--- config.mk ---
export PLATFORM = sky130hd
export DESIGN_NAME = adcc_top
export DESIGN_NICKNAME = d
export VERILOG_FILES = /design/src/adcc_pkg.sv /design/src/adcc_clkdiv.sv /design/src/adcc_sar.sv /design/src/adcc_top.sv
export SDC_FILE = /design/constraint.sdc
export NUM_CORES = 1
export LEC_CHECK = 0
export BUFFER_PORTS_ARGS = -buffer_cell sky130_fd_sc_hd__buf_2
export CORE_AREA = 3 3 90 92
export CTS_CLUSTER_SIZE = 16
export DETAILED_ROUTE_END_ITERATION = 10
export DIE_AREA = 0 0 93 95
export PLACE_DENSITY_LB_ADDON = 0.3
export SLEW_MARGIN = 40
export SYNTH_ARGS = -nofsm -noshare
export SYNTH_HDL_FRONTEND = slang
export SYNTH_HIERARCHICAL = 1
export SYNTH_SLANG_ARGS = --single-unit
export TNS_END_PERCENT = 5
--- constraint.sdc ---
create_clock -name clk_i -period 2.5 [get_ports clk_i]
set_clock_uncertainty 0.15 [all_clocks]
set_input_delay 0.25 -clock clk_i [delete_from_list [all_inputs] [get_ports clk_i]]
set_output_delay 0.25 -clock clk_i [all_outputs]
set_load 0.01 [all_outputs]
--- src/adcc_pkg.sv ---
package adcc_pkg;

  // ---------------------------------------------------------------------
  // Field widths and reset values
  // ---------------------------------------------------------------------
  localparam int unsigned RES_W          = 8;
  localparam int unsigned ANS_W          = 8;
  localparam int unsigned CHS_W          = 4;
  localparam int unsigned CLKSEL_W       = 2;
  localparam logic [ANS_W-1:0]    ANS_RST    = 8'hFF;
  localparam logic [CHS_W-1:0]    CHS_RST    = 4'hF;
  localparam logic [CLKSEL_W-1:0] CLKSEL_RST = 2'h0;
  localparam logic [RES_W-1:0]    RES_RST    = 8'h00;

  // ---------------------------------------------------------------------
  // Clock select codes and divisors
  // ---------------------------------------------------------------------
  localparam logic [CLKSEL_W-1:0] CLKSEL_DIV16 = 2'h0;
  localparam logic [CLKSEL_W-1:0] CLKSEL_DIV8  = 2'h1;
  localparam logic [CLKSEL_W-1:0] CLKSEL_DIV4  = 2'h2;
  localparam logic [CLKSEL_W-1:0] CLKSEL_OSC4  = 2'h3;
  localparam int unsigned DIV_W      = 5;
  localparam logic [DIV_W-1:0] DIV16 = 5'h10;
  localparam logic [DIV_W-1:0] DIV8  = 5'h08;
  localparam logic [DIV_W-1:0] DIV4  = 5'h04;

  // ---------------------------------------------------------------------
  // Conversion timing in conversion clock periods
  // ---------------------------------------------------------------------
  localparam int unsigned TAD_W          = 4;
  localparam logic [TAD_W-1:0] TAD_TOTAL = 4'hD;
  localparam logic [TAD_W-1:0] TAD_SHIFT0 = 4'h4;
  localparam int unsigned SHIFT_COUNT    = 9;

  // ---------------------------------------------------------------------
  // Channel codes
  // ---------------------------------------------------------------------
  localparam logic [CHS_W-1:0] CHS_EXT_MAX = 4'h7;
  localparam logic [CHS_W-1:0] CHS_FIXREF  = 4'hF;

  // Software control bundle.
  typedef struct packed {
    logic                converter_enable;
    logic [CLKSEL_W-1:0] conv_clock_select;
    logic [CHS_W-1:0]    input_channel_select;
    logic [ANS_W-1:0]    analog_pin_select;
  } adcc_ctrl_t;

  // Status bundle returned to software.
  typedef struct packed {
    logic                busy;
    logic                conv_complete_flag;
    logic [RES_W-1:0]    conv_result;
  } adcc_stat_t;

  typedef enum logic [1:0] {
    ADCC_IDLE,
    ADCC_SAMPLE,
    ADCC_CONVERT
  } adcc_state_t;

  // Maps a clock select code onto its divisor.
  function automatic logic [DIV_W-1:0] adcc_divisor(
    input logic [CLKSEL_W-1:0] sel
  );
    unique case (sel)
      CLKSEL_DIV16: adcc_divisor = DIV16;
      CLKSEL_DIV8:  adcc_divisor = DIV8;
      CLKSEL_DIV4:  adcc_divisor = DIV4;
      CLKSEL_OSC4:  adcc_divisor = DIV4;
    endcase
  endfunction

endpackage

--- src/adcc_clkdiv.sv ---
`timescale 1ns/1ps
module adcc_clkdiv
  import adcc_pkg::*;
(
  input  wire logic                clk_i,
  input  wire logic                rst_n_i,
  input  wire logic                run_i,
  input  wire logic                osc_tick_i,
  input  wire logic [CLKSEL_W-1:0] sel_i,
  output logic                     tick_o
);

  logic [DIV_W-1:0] cnt_r;
  logic [DIV_W-1:0] cnt_nxt;
  logic             tick_r;
  logic             tick_nxt;
  logic             src;

  // ---------------------------------------------------------------------
  // Divider
  // ---------------------------------------------------------------------
  // Counts source ticks; the oscillator setting counts oscillator ticks.
  always_comb begin
    src      = (sel_i == CLKSEL_OSC4) ? osc_tick_i : 1'b1;
    cnt_nxt  = cnt_r;
    tick_nxt = 1'b0;
    if (!run_i) begin
      cnt_nxt = '0;
    end else if (src) begin
      if (cnt_r == adcc_divisor(sel_i) - 5'h01) begin
        cnt_nxt  = '0;
        tick_nxt = 1'b1;
      end else begin
        cnt_nxt = cnt_r + 5'h01;
      end
    end
  end

  always_ff @(posedge clk_i) begin
    if (!rst_n_i) begin
      cnt_r  <= '0;
      tick_r <= 1'b0;
    end else begin
      cnt_r  <= cnt_nxt;
      tick_r <= tick_nxt;
    end
  end

  assign tick_o = tick_r;

endmodule

--- src/adcc_sar.sv ---
`timescale 1ns/1ps
module adcc_sar
  import adcc_pkg::*;
(
  input  wire logic             clk_i,
  input  wire logic             rst_n_i,
  input  wire logic             clear_i,
  input  wire logic             step_i,
  input  wire logic             cmp_i,
  output logic [RES_W-1:0]      trial_o,
  output logic [RES_W-1:0]      result_o,
  output logic                  done_o
);

  // Shift register holds only the leading one; res_r holds the decided bits.
  logic [RES_W:0] sh_r;
  logic [RES_W:0] sh_nxt;
  logic [RES_W-1:0] res_r;
  logic [RES_W-1:0] res_nxt;

  // ---------------------------------------------------------------------
  // Successive approximation
  // ---------------------------------------------------------------------
  // Each step decides the bit under the leading one, then shifts it right.
  always_comb begin
    sh_nxt  = sh_r;
    res_nxt = res_r;
    if (clear_i) begin
      sh_nxt  = {1'b1, {RES_W{1'b0}}};
      res_nxt = '0;
    end else if (step_i && sh_r != '0) begin
      if (sh_r[RES_W:1] != '0) begin
        res_nxt = res_r | (cmp_i ? sh_r[RES_W:1] : '0);
      end
      sh_nxt = sh_r >> 1;
    end
  end

  always_ff @(posedge clk_i) begin
    if (!rst_n_i) begin
      sh_r  <= '0;
      res_r <= RES_RST;
    end else begin
      sh_r  <= sh_nxt;
      res_r <= res_nxt;
    end
  end

  assign trial_o  = res_r | sh_r[RES_W:1];
  assign result_o = res_r;
  assign done_o   = (sh_r == '0);

endmodule

--- src/adcc_top.sv ---
`timescale 1ns/1ps
// Overview of operation
// - Each conversion yields an unsigned 8-bit result.
// - Clock sources: divide by 16, 8, 4, oscillator/4.
// - A conversion lasts exactly thirteen clock periods.
// - Divisor changes period length, not period count.
// - Clock select changes apply at next start.
// - Sleep entry returns clock select to default.
// - Conversion clock divides the instruction clock; select 11 divides the oscillator instead.
// - Any reset sets analog pin select to ones.
// - Analog-selected pins have digital drivers disabled.
// - Analog pin select acts regardless of enable.
// - Channel changes apply after current conversion.
// - Sleep entry returns channel select to default.
// - Status bit starts; completion clears, sets flag.
// - Clearing status bit aborts, keeps partial result.
// - Sleep clears status bit and halts conversion.
// - Start ignored while converter enable is clear.
// - Select codes: 00/16, 01/8, 10/4, 11/osc4.
// - Clear, shift leading one MSB first, nine shifts.
// - Codes 0-7 external channels, 1111 reference.
// - Sleep during conversion also clears enable.
module adcc_top
  import adcc_pkg::*;
(
  input  wire logic                clk_i,
  input  wire logic                rst_n_i,
  input  wire adcc_ctrl_t          ctrl_i,
  input  wire logic                ctrl_we_i,
  input  wire logic                go_set_i,
  input  wire logic                go_clr_i,
  input  wire logic                flag_clr_i,
  input  wire logic                int_en_i,
  input  wire logic                sleep_i,
  input  wire logic                osc_tick_i,
  input  wire logic                cmp_i,
  input  wire logic [ANS_W-1:0]    port_oe_i,
  output logic                     go_done_o,
  output logic                     converter_enable_o,
  output logic [CLKSEL_W-1:0]      conv_clock_select_o,
  output logic [CHS_W-1:0]         input_channel_select_o,
  output logic [ANS_W-1:0]         analog_pin_select_o,
  output logic [CHS_W-1:0]         mux_channel_o,
  output logic                     mux_ext_o,
  output logic                     sample_o,
  output logic [RES_W-1:0]         dac_trial_o,
  output logic [ANS_W-1:0]         pin_oe_o,
  output logic                     conv_complete_flag_o,
  output logic                     irq_o,
  output logic [RES_W-1:0]         conv_result_o
);

  // ---------------------------------------------------------------------
  // Input synchronisers for pin-side signals
  // ---------------------------------------------------------------------
  logic cmp_s1_r;
  logic cmp_s2_r;
  logic osc_s1_r;
  logic osc_s2_r;
  // The third stage only feeds the edge detector below.
  logic osc_s3_r;
  logic osc_tick;

  // The comparator answer reaches the SAR three clocks after the trial
  // word moves: one for the trial register, two for the synchroniser.
  // The fastest divisor gives four clocks per period, so the answer has
  // settled in time; a shorter period would need the SAR to wait longer.
  // Comparator and oscillator arrive from outside the clock domain.
  always_ff @(posedge clk_i) begin
    if (!rst_n_i) begin
      cmp_s1_r <= 1'b0;
      cmp_s2_r <= 1'b0;
      osc_s1_r <= 1'b0;
      osc_s2_r <= 1'b0;
      osc_s3_r <= 1'b0;
    end else begin
      cmp_s1_r <= cmp_i;
      cmp_s2_r <= cmp_s1_r;
      osc_s1_r <= osc_tick_i;
      osc_s2_r <= osc_s1_r;
      osc_s3_r <= osc_s2_r;
    end
  end

  // Rising edge of the synchronised oscillator gives one source tick.
  assign osc_tick = osc_s2_r & ~osc_s3_r;

  // ---------------------------------------------------------------------
  // Control registers
  // ---------------------------------------------------------------------
  logic                en_r;
  logic                en_nxt;
  logic [CLKSEL_W-1:0] csel_r;
  logic [CLKSEL_W-1:0] csel_nxt;
  logic [CHS_W-1:0]    chs_r;
  logic [CHS_W-1:0]    chs_nxt;
  logic [ANS_W-1:0]    ans_r;
  logic [ANS_W-1:0]    ans_nxt;
  logic                sleep_q_r;
  logic                sleep_entry;
  logic                busy;

  // Sleep entry is the first cycle of Sleep only, so a held level does
  // not keep reloading defaults over later software writes.
  assign sleep_entry = sleep_i & ~sleep_q_r;

  // Writes during a conversion land in the visible registers at once.
  // The sequencer keeps its own copies of clock and channel, so the
  // running conversion is not disturbed.
  // Sleep entry wins over a software write in the same cycle.
  always_comb begin
    en_nxt   = en_r;
    csel_nxt = csel_r;
    chs_nxt  = chs_r;
    ans_nxt  = ans_r;
    if (ctrl_we_i) begin
      en_nxt   = ctrl_i.converter_enable;
      csel_nxt = ctrl_i.conv_clock_select;
      chs_nxt  = ctrl_i.input_channel_select;
      ans_nxt  = ctrl_i.analog_pin_select;
    end
    if (sleep_entry) begin
      csel_nxt = CLKSEL_RST;
      chs_nxt  = CHS_RST;
      ans_nxt  = ANS_RST;
      if (busy) begin
        en_nxt = 1'b0;
      end
    end
  end

  always_ff @(posedge clk_i) begin
    if (!rst_n_i) begin
      en_r      <= 1'b0;
      csel_r    <= CLKSEL_RST;
      chs_r     <= CHS_RST;
      ans_r     <= ANS_RST;
      sleep_q_r <= 1'b0;
    end else begin
      en_r      <= en_nxt;
      csel_r    <= csel_nxt;
      chs_r     <= chs_nxt;
      ans_r     <= ans_nxt;
      sleep_q_r <= sleep_i;
    end
  end

  // ---------------------------------------------------------------------
  // Conversion sequencer
  // ---------------------------------------------------------------------
  adcc_state_t         st_r;
  adcc_state_t         st_nxt;
  logic                go_r;
  logic                go_nxt;
  logic                flag_r;
  logic                flag_nxt;
  logic [CLKSEL_W-1:0] act_sel_r;
  logic [CLKSEL_W-1:0] act_sel_nxt;
  logic [CHS_W-1:0]    act_chs_r;
  logic [CHS_W-1:0]    act_chs_nxt;
  logic [TAD_W-1:0]    tad_r;
  logic [TAD_W-1:0]    tad_nxt;
  logic                start;
  logic                abort;
  logic                tad_tick;
  logic                sar_clear;
  logic                sar_step;
  logic                sar_done;
  logic                finish;
  logic [RES_W-1:0]    sar_trial;
  logic [RES_W-1:0]    sar_result;

  assign busy  = (st_r != ADCC_IDLE);
  // A start needs the enable already set.
  assign start = go_set_i & en_r & ~busy & ~sleep_i;
  // Abort covers a software clear, Sleep, and the enable dropping.
  assign abort = busy & (go_clr_i | sleep_i | ~en_r);

  // Ticks of the divided conversion clock, held source per conversion.
  adcc_clkdiv u_clkdiv (
    .clk_i      (clk_i),
    .rst_n_i    (rst_n_i),
    .run_i      (busy),
    .osc_tick_i (osc_tick),
    .sel_i      (act_sel_r),
    .tick_o     (tad_tick)
  );

  // Sampling occupies the first periods; the SAR then takes nine shifts.
  assign sar_clear = tad_tick & (st_r == ADCC_SAMPLE) &
                     (tad_r == TAD_SHIFT0 - 4'h1);
  assign sar_step  = tad_tick & (st_r == ADCC_CONVERT) & ~abort;
  assign finish    = tad_tick & (st_r == ADCC_CONVERT) &
                     (tad_r == TAD_TOTAL - 4'h1) & ~abort;

  adcc_sar u_sar (
    .clk_i    (clk_i),
    .rst_n_i  (rst_n_i),
    .clear_i  (sar_clear),
    .step_i   (sar_step),
    .cmp_i    (cmp_s2_r),
    .trial_o  (sar_trial),
    .result_o (sar_result),
    .done_o   (sar_done)
  );

  // Periods 1 to 4 form the sampling phase; the fourth period tick clears
  // the result and loads the leading one. Periods 5 to 13 shift once each,
  // so the ninth shift lands on the thirteenth period and ends the run.
  // An abort blocks SAR steps, keeping the partial result; an abort on the fourth sampling tick still clears it.
  // Sequencer next state; the flag set beats a clear in the same cycle.
  always_comb begin
    st_nxt      = st_r;
    go_nxt      = go_r;
    tad_nxt     = tad_r;
    act_sel_nxt = act_sel_r;
    act_chs_nxt = act_chs_r;
    flag_nxt    = flag_r & ~flag_clr_i;
    unique case (st_r)
      ADCC_IDLE: begin
        // While idle the sampled channel follows the register, so the
        // multiplexer has settled before the next start.
        act_chs_nxt = chs_r;
        if (start) begin
          st_nxt      = ADCC_SAMPLE;
          go_nxt      = 1'b1;
          tad_nxt     = '0;
          act_sel_nxt = csel_r;
          act_chs_nxt = chs_r;
        end
      end
      ADCC_SAMPLE: begin
        if (abort) begin
          st_nxt = ADCC_IDLE;
          go_nxt = 1'b0;
        end else if (tad_tick) begin
          tad_nxt = tad_r + 4'h1;
          if (sar_clear) begin
            st_nxt = ADCC_CONVERT;
          end
        end
      end
      ADCC_CONVERT: begin
        if (abort) begin
          st_nxt = ADCC_IDLE;
          go_nxt = 1'b0;
        end else if (finish) begin
          st_nxt   = ADCC_IDLE;
          go_nxt   = 1'b0;
          flag_nxt = 1'b1;
        end else if (tad_tick) begin
          tad_nxt = tad_r + 4'h1;
        end
      end
      default: begin
        st_nxt = ADCC_IDLE;
        go_nxt = 1'b0;
      end
    endcase
  end

  always_ff @(posedge clk_i) begin
    if (!rst_n_i) begin
      st_r      <= ADCC_IDLE;
      go_r      <= 1'b0;
      flag_r    <= 1'b0;
      tad_r     <= '0;
      act_sel_r <= CLKSEL_RST;
      act_chs_r <= CHS_RST;
    end else begin
      st_r      <= st_nxt;
      go_r      <= go_nxt;
      flag_r    <= flag_nxt;
      tad_r     <= tad_nxt;
      act_sel_r <= act_sel_nxt;
      act_chs_r <= act_chs_nxt;
    end
  end

  // ---------------------------------------------------------------------
  // Registered outputs
  // ---------------------------------------------------------------------
  logic [CHS_W-1:0] mux_r;
  logic             mux_ext_r;
  logic             sample_r;
  logic [RES_W-1:0] trial_r;
  logic [ANS_W-1:0] oe_r;
  logic             irq_r;
  logic [RES_W-1:0] res_r;

  // The mask uses the next select value, so a pin turns analog in the
  // same cycle as its select bit and never drives for a cycle too long.
  // Pin gating ignores the enable, so analog pins never drive digitally.
  always_ff @(posedge clk_i) begin
    if (!rst_n_i) begin
      mux_r     <= CHS_RST;
      mux_ext_r <= 1'b0;
      sample_r  <= 1'b0;
      trial_r   <= RES_RST;
      oe_r      <= '0;
      irq_r     <= 1'b0;
      res_r     <= RES_RST;
    end else begin
      mux_r     <= act_chs_nxt;
      mux_ext_r <= (act_chs_nxt <= CHS_EXT_MAX);
      sample_r  <= (st_nxt == ADCC_SAMPLE);
      trial_r   <= sar_trial;
      oe_r      <= port_oe_i & ~ans_nxt;
      irq_r     <= flag_nxt & int_en_i;
      res_r     <= sar_result;
    end
  end

  // Unused SAR completion view kept for the leading-one idiom only.
  // The leading one leaves on the same edge as the final shift, so it
  // could only cross-check completion, never gate it.
  logic unused_done;
  assign unused_done = sar_done;

  // ---------------------------------------------------------------------
  // Output ports
  // ---------------------------------------------------------------------
  // Every port is a plain view of a register, with no logic in between.
  assign go_done_o              = go_r;
  assign converter_enable_o     = en_r;
  assign conv_clock_select_o    = csel_r;
  assign input_channel_select_o = chs_r;
  assign analog_pin_select_o    = ans_r;
  assign mux_channel_o          = mux_r;
  assign mux_ext_o              = mux_ext_r;
  assign sample_o               = sample_r;
  assign dac_trial_o            = trial_r;
  assign pin_oe_o               = oe_r;
  assign conv_complete_flag_o   = flag_r;
  assign irq_o                  = irq_r;
  assign conv_result_o          = res_r;

endmodule

; ---- Yosys cells after proc, flatten, opt, wreduce, memory -nomap -nowiden
; Index checks and enable logic that the tools add are counted.
[totals]
output_inout_bits = 48
wordCells = 127
ff_bits = 85
in_bits = 33
[op_classes]
reduce_logical = 17
add_sub_neg = 3
n_eq_ne = 15
mux = 36
order_cmp = 1
bitwise = 28
[op_table]
columns = operator, n
row1 = 4-bit 2-to-1 mux, 6
row2 = 8-bit 2-to-1 mux, 3
row3 = 9-bit 2-to-1 mux, 2
row4 = 8-bit bitwise OR, 2
row5 = 5-bit 2-to-1 mux, 3
row6 = 5-bit one-hot mux with 3 select lines, 1
row7 = 1-bit AND, 14
row8 = 1-bit 2-to-1 mux, 12
row9 = 2-bit 2-to-1 mux, 6
row10 = 4-bit one-hot mux with 3 select lines, 1
row11 = "2-bit != test, second input constant", 5
row12 = 9-bit nonzero test, 1
row13 = 8-bit AND, 1
row14 = 1-bit inverter, 8
row15 = 8-bit inverter, 1
row16 = 8-bit nonzero test, 1
row17 = "2-bit by 1-bit == test with 1-bit output, second input constant", 3
row18 = "2-bit == test, second input constant", 3
row19 = 2-bit one-hot mux with 3 select lines, 1
row20 = 2-bit AND reduction, 3
row21 = 3-bit AND reduction, 2
row22 = 2-bit OR reduction, 3
row23 = "5-bit by 1-bit adder with 5-bit output, second input constant", 1
row24 = 5-bit == test, 1
row25 = other kinds (13), 16

; ---- Longest topological paths before layout
[logic_depth]
depth_word = 9
depth_mapped = 9

; ---- By module
; Netlist, hierarchy kept.
[modules_own_cells]
columns = module, cells_each, area_per_inst_um2, instances, seq_area_each_um2
row1 = adcc_top, 212, 2257.2, 1, 1241.2
row2 = adcc_sar, 68, 649.4, 1, 340.3
row3 = adcc_clkdiv, 42, 359.1, 1, 120.1

; ---- Least setup slack after synthesis
; OpenSTA, ideal clock, no wires.
[synth_timing]
path_kind = reg2reg
startpoint = reg st_r[0]
endpoint = reg u_sar.res_r[1] (netlist: u_sar/result_o[1])
path_stages_with_launch = 10
arrival_ns = 1.866
setup_slack_ns = 0.362
required_ns = 2.228
setup_time_ns = 0.122
n_path_buf = 3
cell_sequence = dfxtp_1 inv_1 ha_1 buf_2 or2_2 and3_1 buf_2 buf_2 a31oi_1 nor2_1
[synth_between]
elab_chain_len = 6
[synth_lines]
columns = item, line
row1 = "start, declared", adcc_top.sv:151  ; adcc_state_t st_r;
row2 = "start signal, assigned", adcc_top.sv:271  ; st_r <= st_nxt;
row3 = 2-bit nonzero test, adcc_top.sv:173  ; assign busy = (st_r != ADCC_IDLE);
row4 = 1-bit AND, adcc_top.sv:177  ; assign abort = busy & (go_clr_i | sleep_i | ~en_r);
row5 = 1-bit inverter, adcc_top.sv:192  ; assign sar_step = tad_tick & (st_r == ADCC_CONVERT) & ~abort;
row6 = 1-bit AND (*), adcc_top.sv:192
row7 = named net sar_step, adcc_top.sv:167  ; logic sar_step;
row8 = 1-bit logical AND (*), adcc_sar.sv:31  ; end else if (step_i && sh_r != '0) begin
row9 = 2-bit AND reduction (no source line) (*), n/a
row10 = "end signal, assigned", adcc_sar.sv:45  ; res_r <= res_nxt;
row11 = "end, declared", adcc_sar.sv:18  ; logic [RES_W-1:0] res_r;
; The timed path passes the listed nets; every way through them passes the cells marked *.
; A chain may end at the register's enable or synchronous reset.

; ---- Final worst setup path
[layout_timing]
startpoint = reg st_r[0]
endpoint = reg u_sar.sh_r[2]
[layout_between]
elab_chain_len = 5
[layout_lines]
columns = item, line
row1 = 2-bit nonzero test, adcc_top.sv:173
row2 = 1-bit AND, adcc_top.sv:177
row3 = 1-bit inverter, adcc_top.sv:192
row4 = 1-bit AND (*), adcc_top.sv:192
row5 = named net sar_step, adcc_top.sv:167
row6 = 1-bit logical AND (*), adcc_sar.sv:31
row7 = "end signal, assigned", adcc_sar.sv:44  ; sh_r <= sh_nxt;
row8 = "end, declared", adcc_sar.sv:16  ; logic [RES_W:0] sh_r;
; Marked as above.

==> results.yml <==
run_status:
  status: "completed"
placement:
  gp_congestion: 0.7857
  portBuffers: 80
  hpwlAfterDp_um: 4550
clocking:
  root_buffer: "clkbuf_8"
  cts_tree: "yes"
  clk_path_buf_depth: 2
  clk-insertion-delay-late_ns: 0.34
  htreeDepth: 3
  post_cts_resized: 0
  post-cts-setup-buffers: 0
  cts_buffers: 9
  cts.sinks: 84
  cts.clk_slew.worst_paths_ns: 0.07
  cts_hold_buf: 25
critical_path:
  worst-r2r-setup-slack_ns: 0.34
  worstSetupEndpointType: "flip-flop"
  r2r_start: "st_r[0]"
  arrival_ns: 2.21
  crit_path_max_incr_delay_ns: 0.63
  crit_fanout: 16
  crit_buf_inv: 1
  reg2reg_to: "u_sar/sh_r[2]"
  path_delay_family: "simple AND/OR/NAND/NOR gates"
  startpoint_type: "flip-flop"
  critPathKind: "reg2reg"
  cp_cell_sequence: "inv_1 > ha_1 > or2_2 > and3_1 > mux2i_1 > nor2_1"
  r2r_cells: 6
  worstPathRequired_ns: 2.55
  cp_slowest_cell: "and3_1"
sta:
  timing.fmax_mhz: 462.2
  rsz0062_at_grt: "no"
  hold_viol_final: 0
  slew_viol_final: 0
  timing.setup.tns_ns: 0
  final.min_clock_period_ns: 2.164
  setup_viol: 0
  tightest_slew_ns: 0.7248
  min_period_over_period_pct: 86.54
  slew_headroom_pct: 51.68
global_route:
  grt_util_met2_pct: 27.05
  top_usage_layer: "met2"
  grtUsageMet1_pct: 20.15
  antenna_found_initial: 0
  grt_pass1_wl_um: 11370
  grt_max_degree: 26
  grt_pass1_vias: 2470
  track_usage_pct: 16.17
  met3_usage_pct: 3.426
  globalRouteOverflowTotal: 0
drt:
  viasPerCell: 4.770
  drc: 0
  initialDrtViolationCount: 115
  vias: 2490
  drt.antenna.violating_nets: 0
  wire_per_inst_um: 12.99
  wirelength_um: 6782
  drt_first_pass_iters: 4
floorplanning:
  dieArea_um2: 8835
  boundaryPins: 81
  die_y_um: 95
  core-area_um2: 7292
  rows: 31
  fp.dieW_um: 93
  floorplan.initialDensity_pct: 43.96
pwr:
  p_leak_nw: 1.840
  p_int_w: 0.001965
  p_seq_share_pct: 54.6
  pwr_density_cell_nw_per_um2: 610.3
  power.switching_w: 0.0005476
  irDropWorstVdd_mv: 0.2908
  combPwrFrac_pct: 6.6
  p_sw_share_pct: 21.80
  clockPowerShare_pct: 38.8
final_layout:
  multi_input_area_um2: 1404
  drive_gt1_share_pct: 25.06
  regArea_um2: 1682
  fillCellCount: 689
  layout_common_cells: "dfxtp_1 (84), buf_2 (80), nand2_1 (30), mux2i_1 (30), and2_1 (26)"
  antennaDiodeCount: 0
  layout.nets: 458
  final_common_cell: "dfxtp_1"
  area_delta_synth_final_pct: 28.42
  fin_util_pct: 56.45
min_path:
  holdPathEnd: "converter_enable_o"
  min-delay-start: "ctrl_i[14]"
  holdPathStages: 3
  hold_class: "in2reg"
logic_synthesis:
  synthesis.nets: 356
  syn-cell-area_um2: 3206
  ys_warn_count: 6
  syn_area_per_cell_um2: 10.14
  netlist_instances: 316
run:
  maxCapViolCount: 0
[metal layers]
metal | up-vias | part of all wire [%]
met2 | 46 | 49
li1 | 1282 | -
met3 | 6 | 3.5
met5 | - | 0
met4 | 0 | 1.2
met1 | 1156 | 46
[power by group through the flow]
stage / Clock, W / Sequential (W) / Combinational [W]
after floorplan: 0 / 0.00141 / 0.0000708
after global routing: 0.00105 / 0.00138 / 0.000184
after detailed placement: 0 / 0.00140 / 0.000135
after global placement: 0 / 0.00140 / 0.000133
final: 0.000975 / 0.00137 / 0.000165
after CTS: 0.00100 / 0.00137 / 0.000166
[flip-flops by register name, indices dropped and copies added (netlist names), 4 cells and up, named ones only]
name	flops
u_sar/sh_r	8
input_channel_select_o	4
conv_result_o	8
pin_oe_o	8
u_clkdiv/cnt_r	5
u_sar/result_o	8
tad_r	4
dac_trial_o	8
analog_pin_select_o	8
[metrics by stage]
stage / instance area [um2] / setup slack (ns) / power [W] / instances / hold WS [ns]
3_5_place_dp: 3662 / 0.3453 / 0.001539 / 481 / 0.2809
5_1_grt: 4116 / 0.1145 / 0.002608 / 522 / 0.03113
3_3_place_gp: 3662 / 0.4161 / 0.001536 / 481 / 0.2663
6_report: 4116 / 0.3365 / 0.002512 / 522 / 0.02106
4_1_cts: 4116 / 0.3259 / 0.002540 / 522 / 0.01020
2_1_floorplan: 3206 / 0.3745 / 0.001480 / 316 / 0.2175
[worst max path at each step]
stage                                    to    start  depth (start not counted)
after global placement        u_sar/sh_r[5]  st_r[0]                          6
after CTS                     u_sar/sh_r[2]  st_r[0]                          6
after floorplan           u_sar/result_o[1]  st_r[0]                          9
after global routing          u_sar/sh_r[6]  st_r[1]                          6
after detailed placement      u_sar/sh_r[2]  st_r[0]                          6
final                         u_sar/sh_r[2]  st_r[0]                          6
[final cells by class]
cell class                      count  share of cell area (%)
Sequential cell                    84                   40.85
Multi-Input combinational cell    207                   34.10
Timing Repair Buffer              108                   16.35
Clock buffer                       13                   3.860
Tap cell                           99                   3.009
Clock inverter                      3                   1.094
Inverter                            8                  0.7295
[worst reg2reg max path, delay by kind of cell, from the launching register on]
family        cells  cell delay, ns
simple gates      3            0.87
flops             1            0.35
buf+inv           1            0.09
mux               1            0.26
fa+ha+maj         1            0.31
Note: power is estimated with default switching activity, not from simulation.
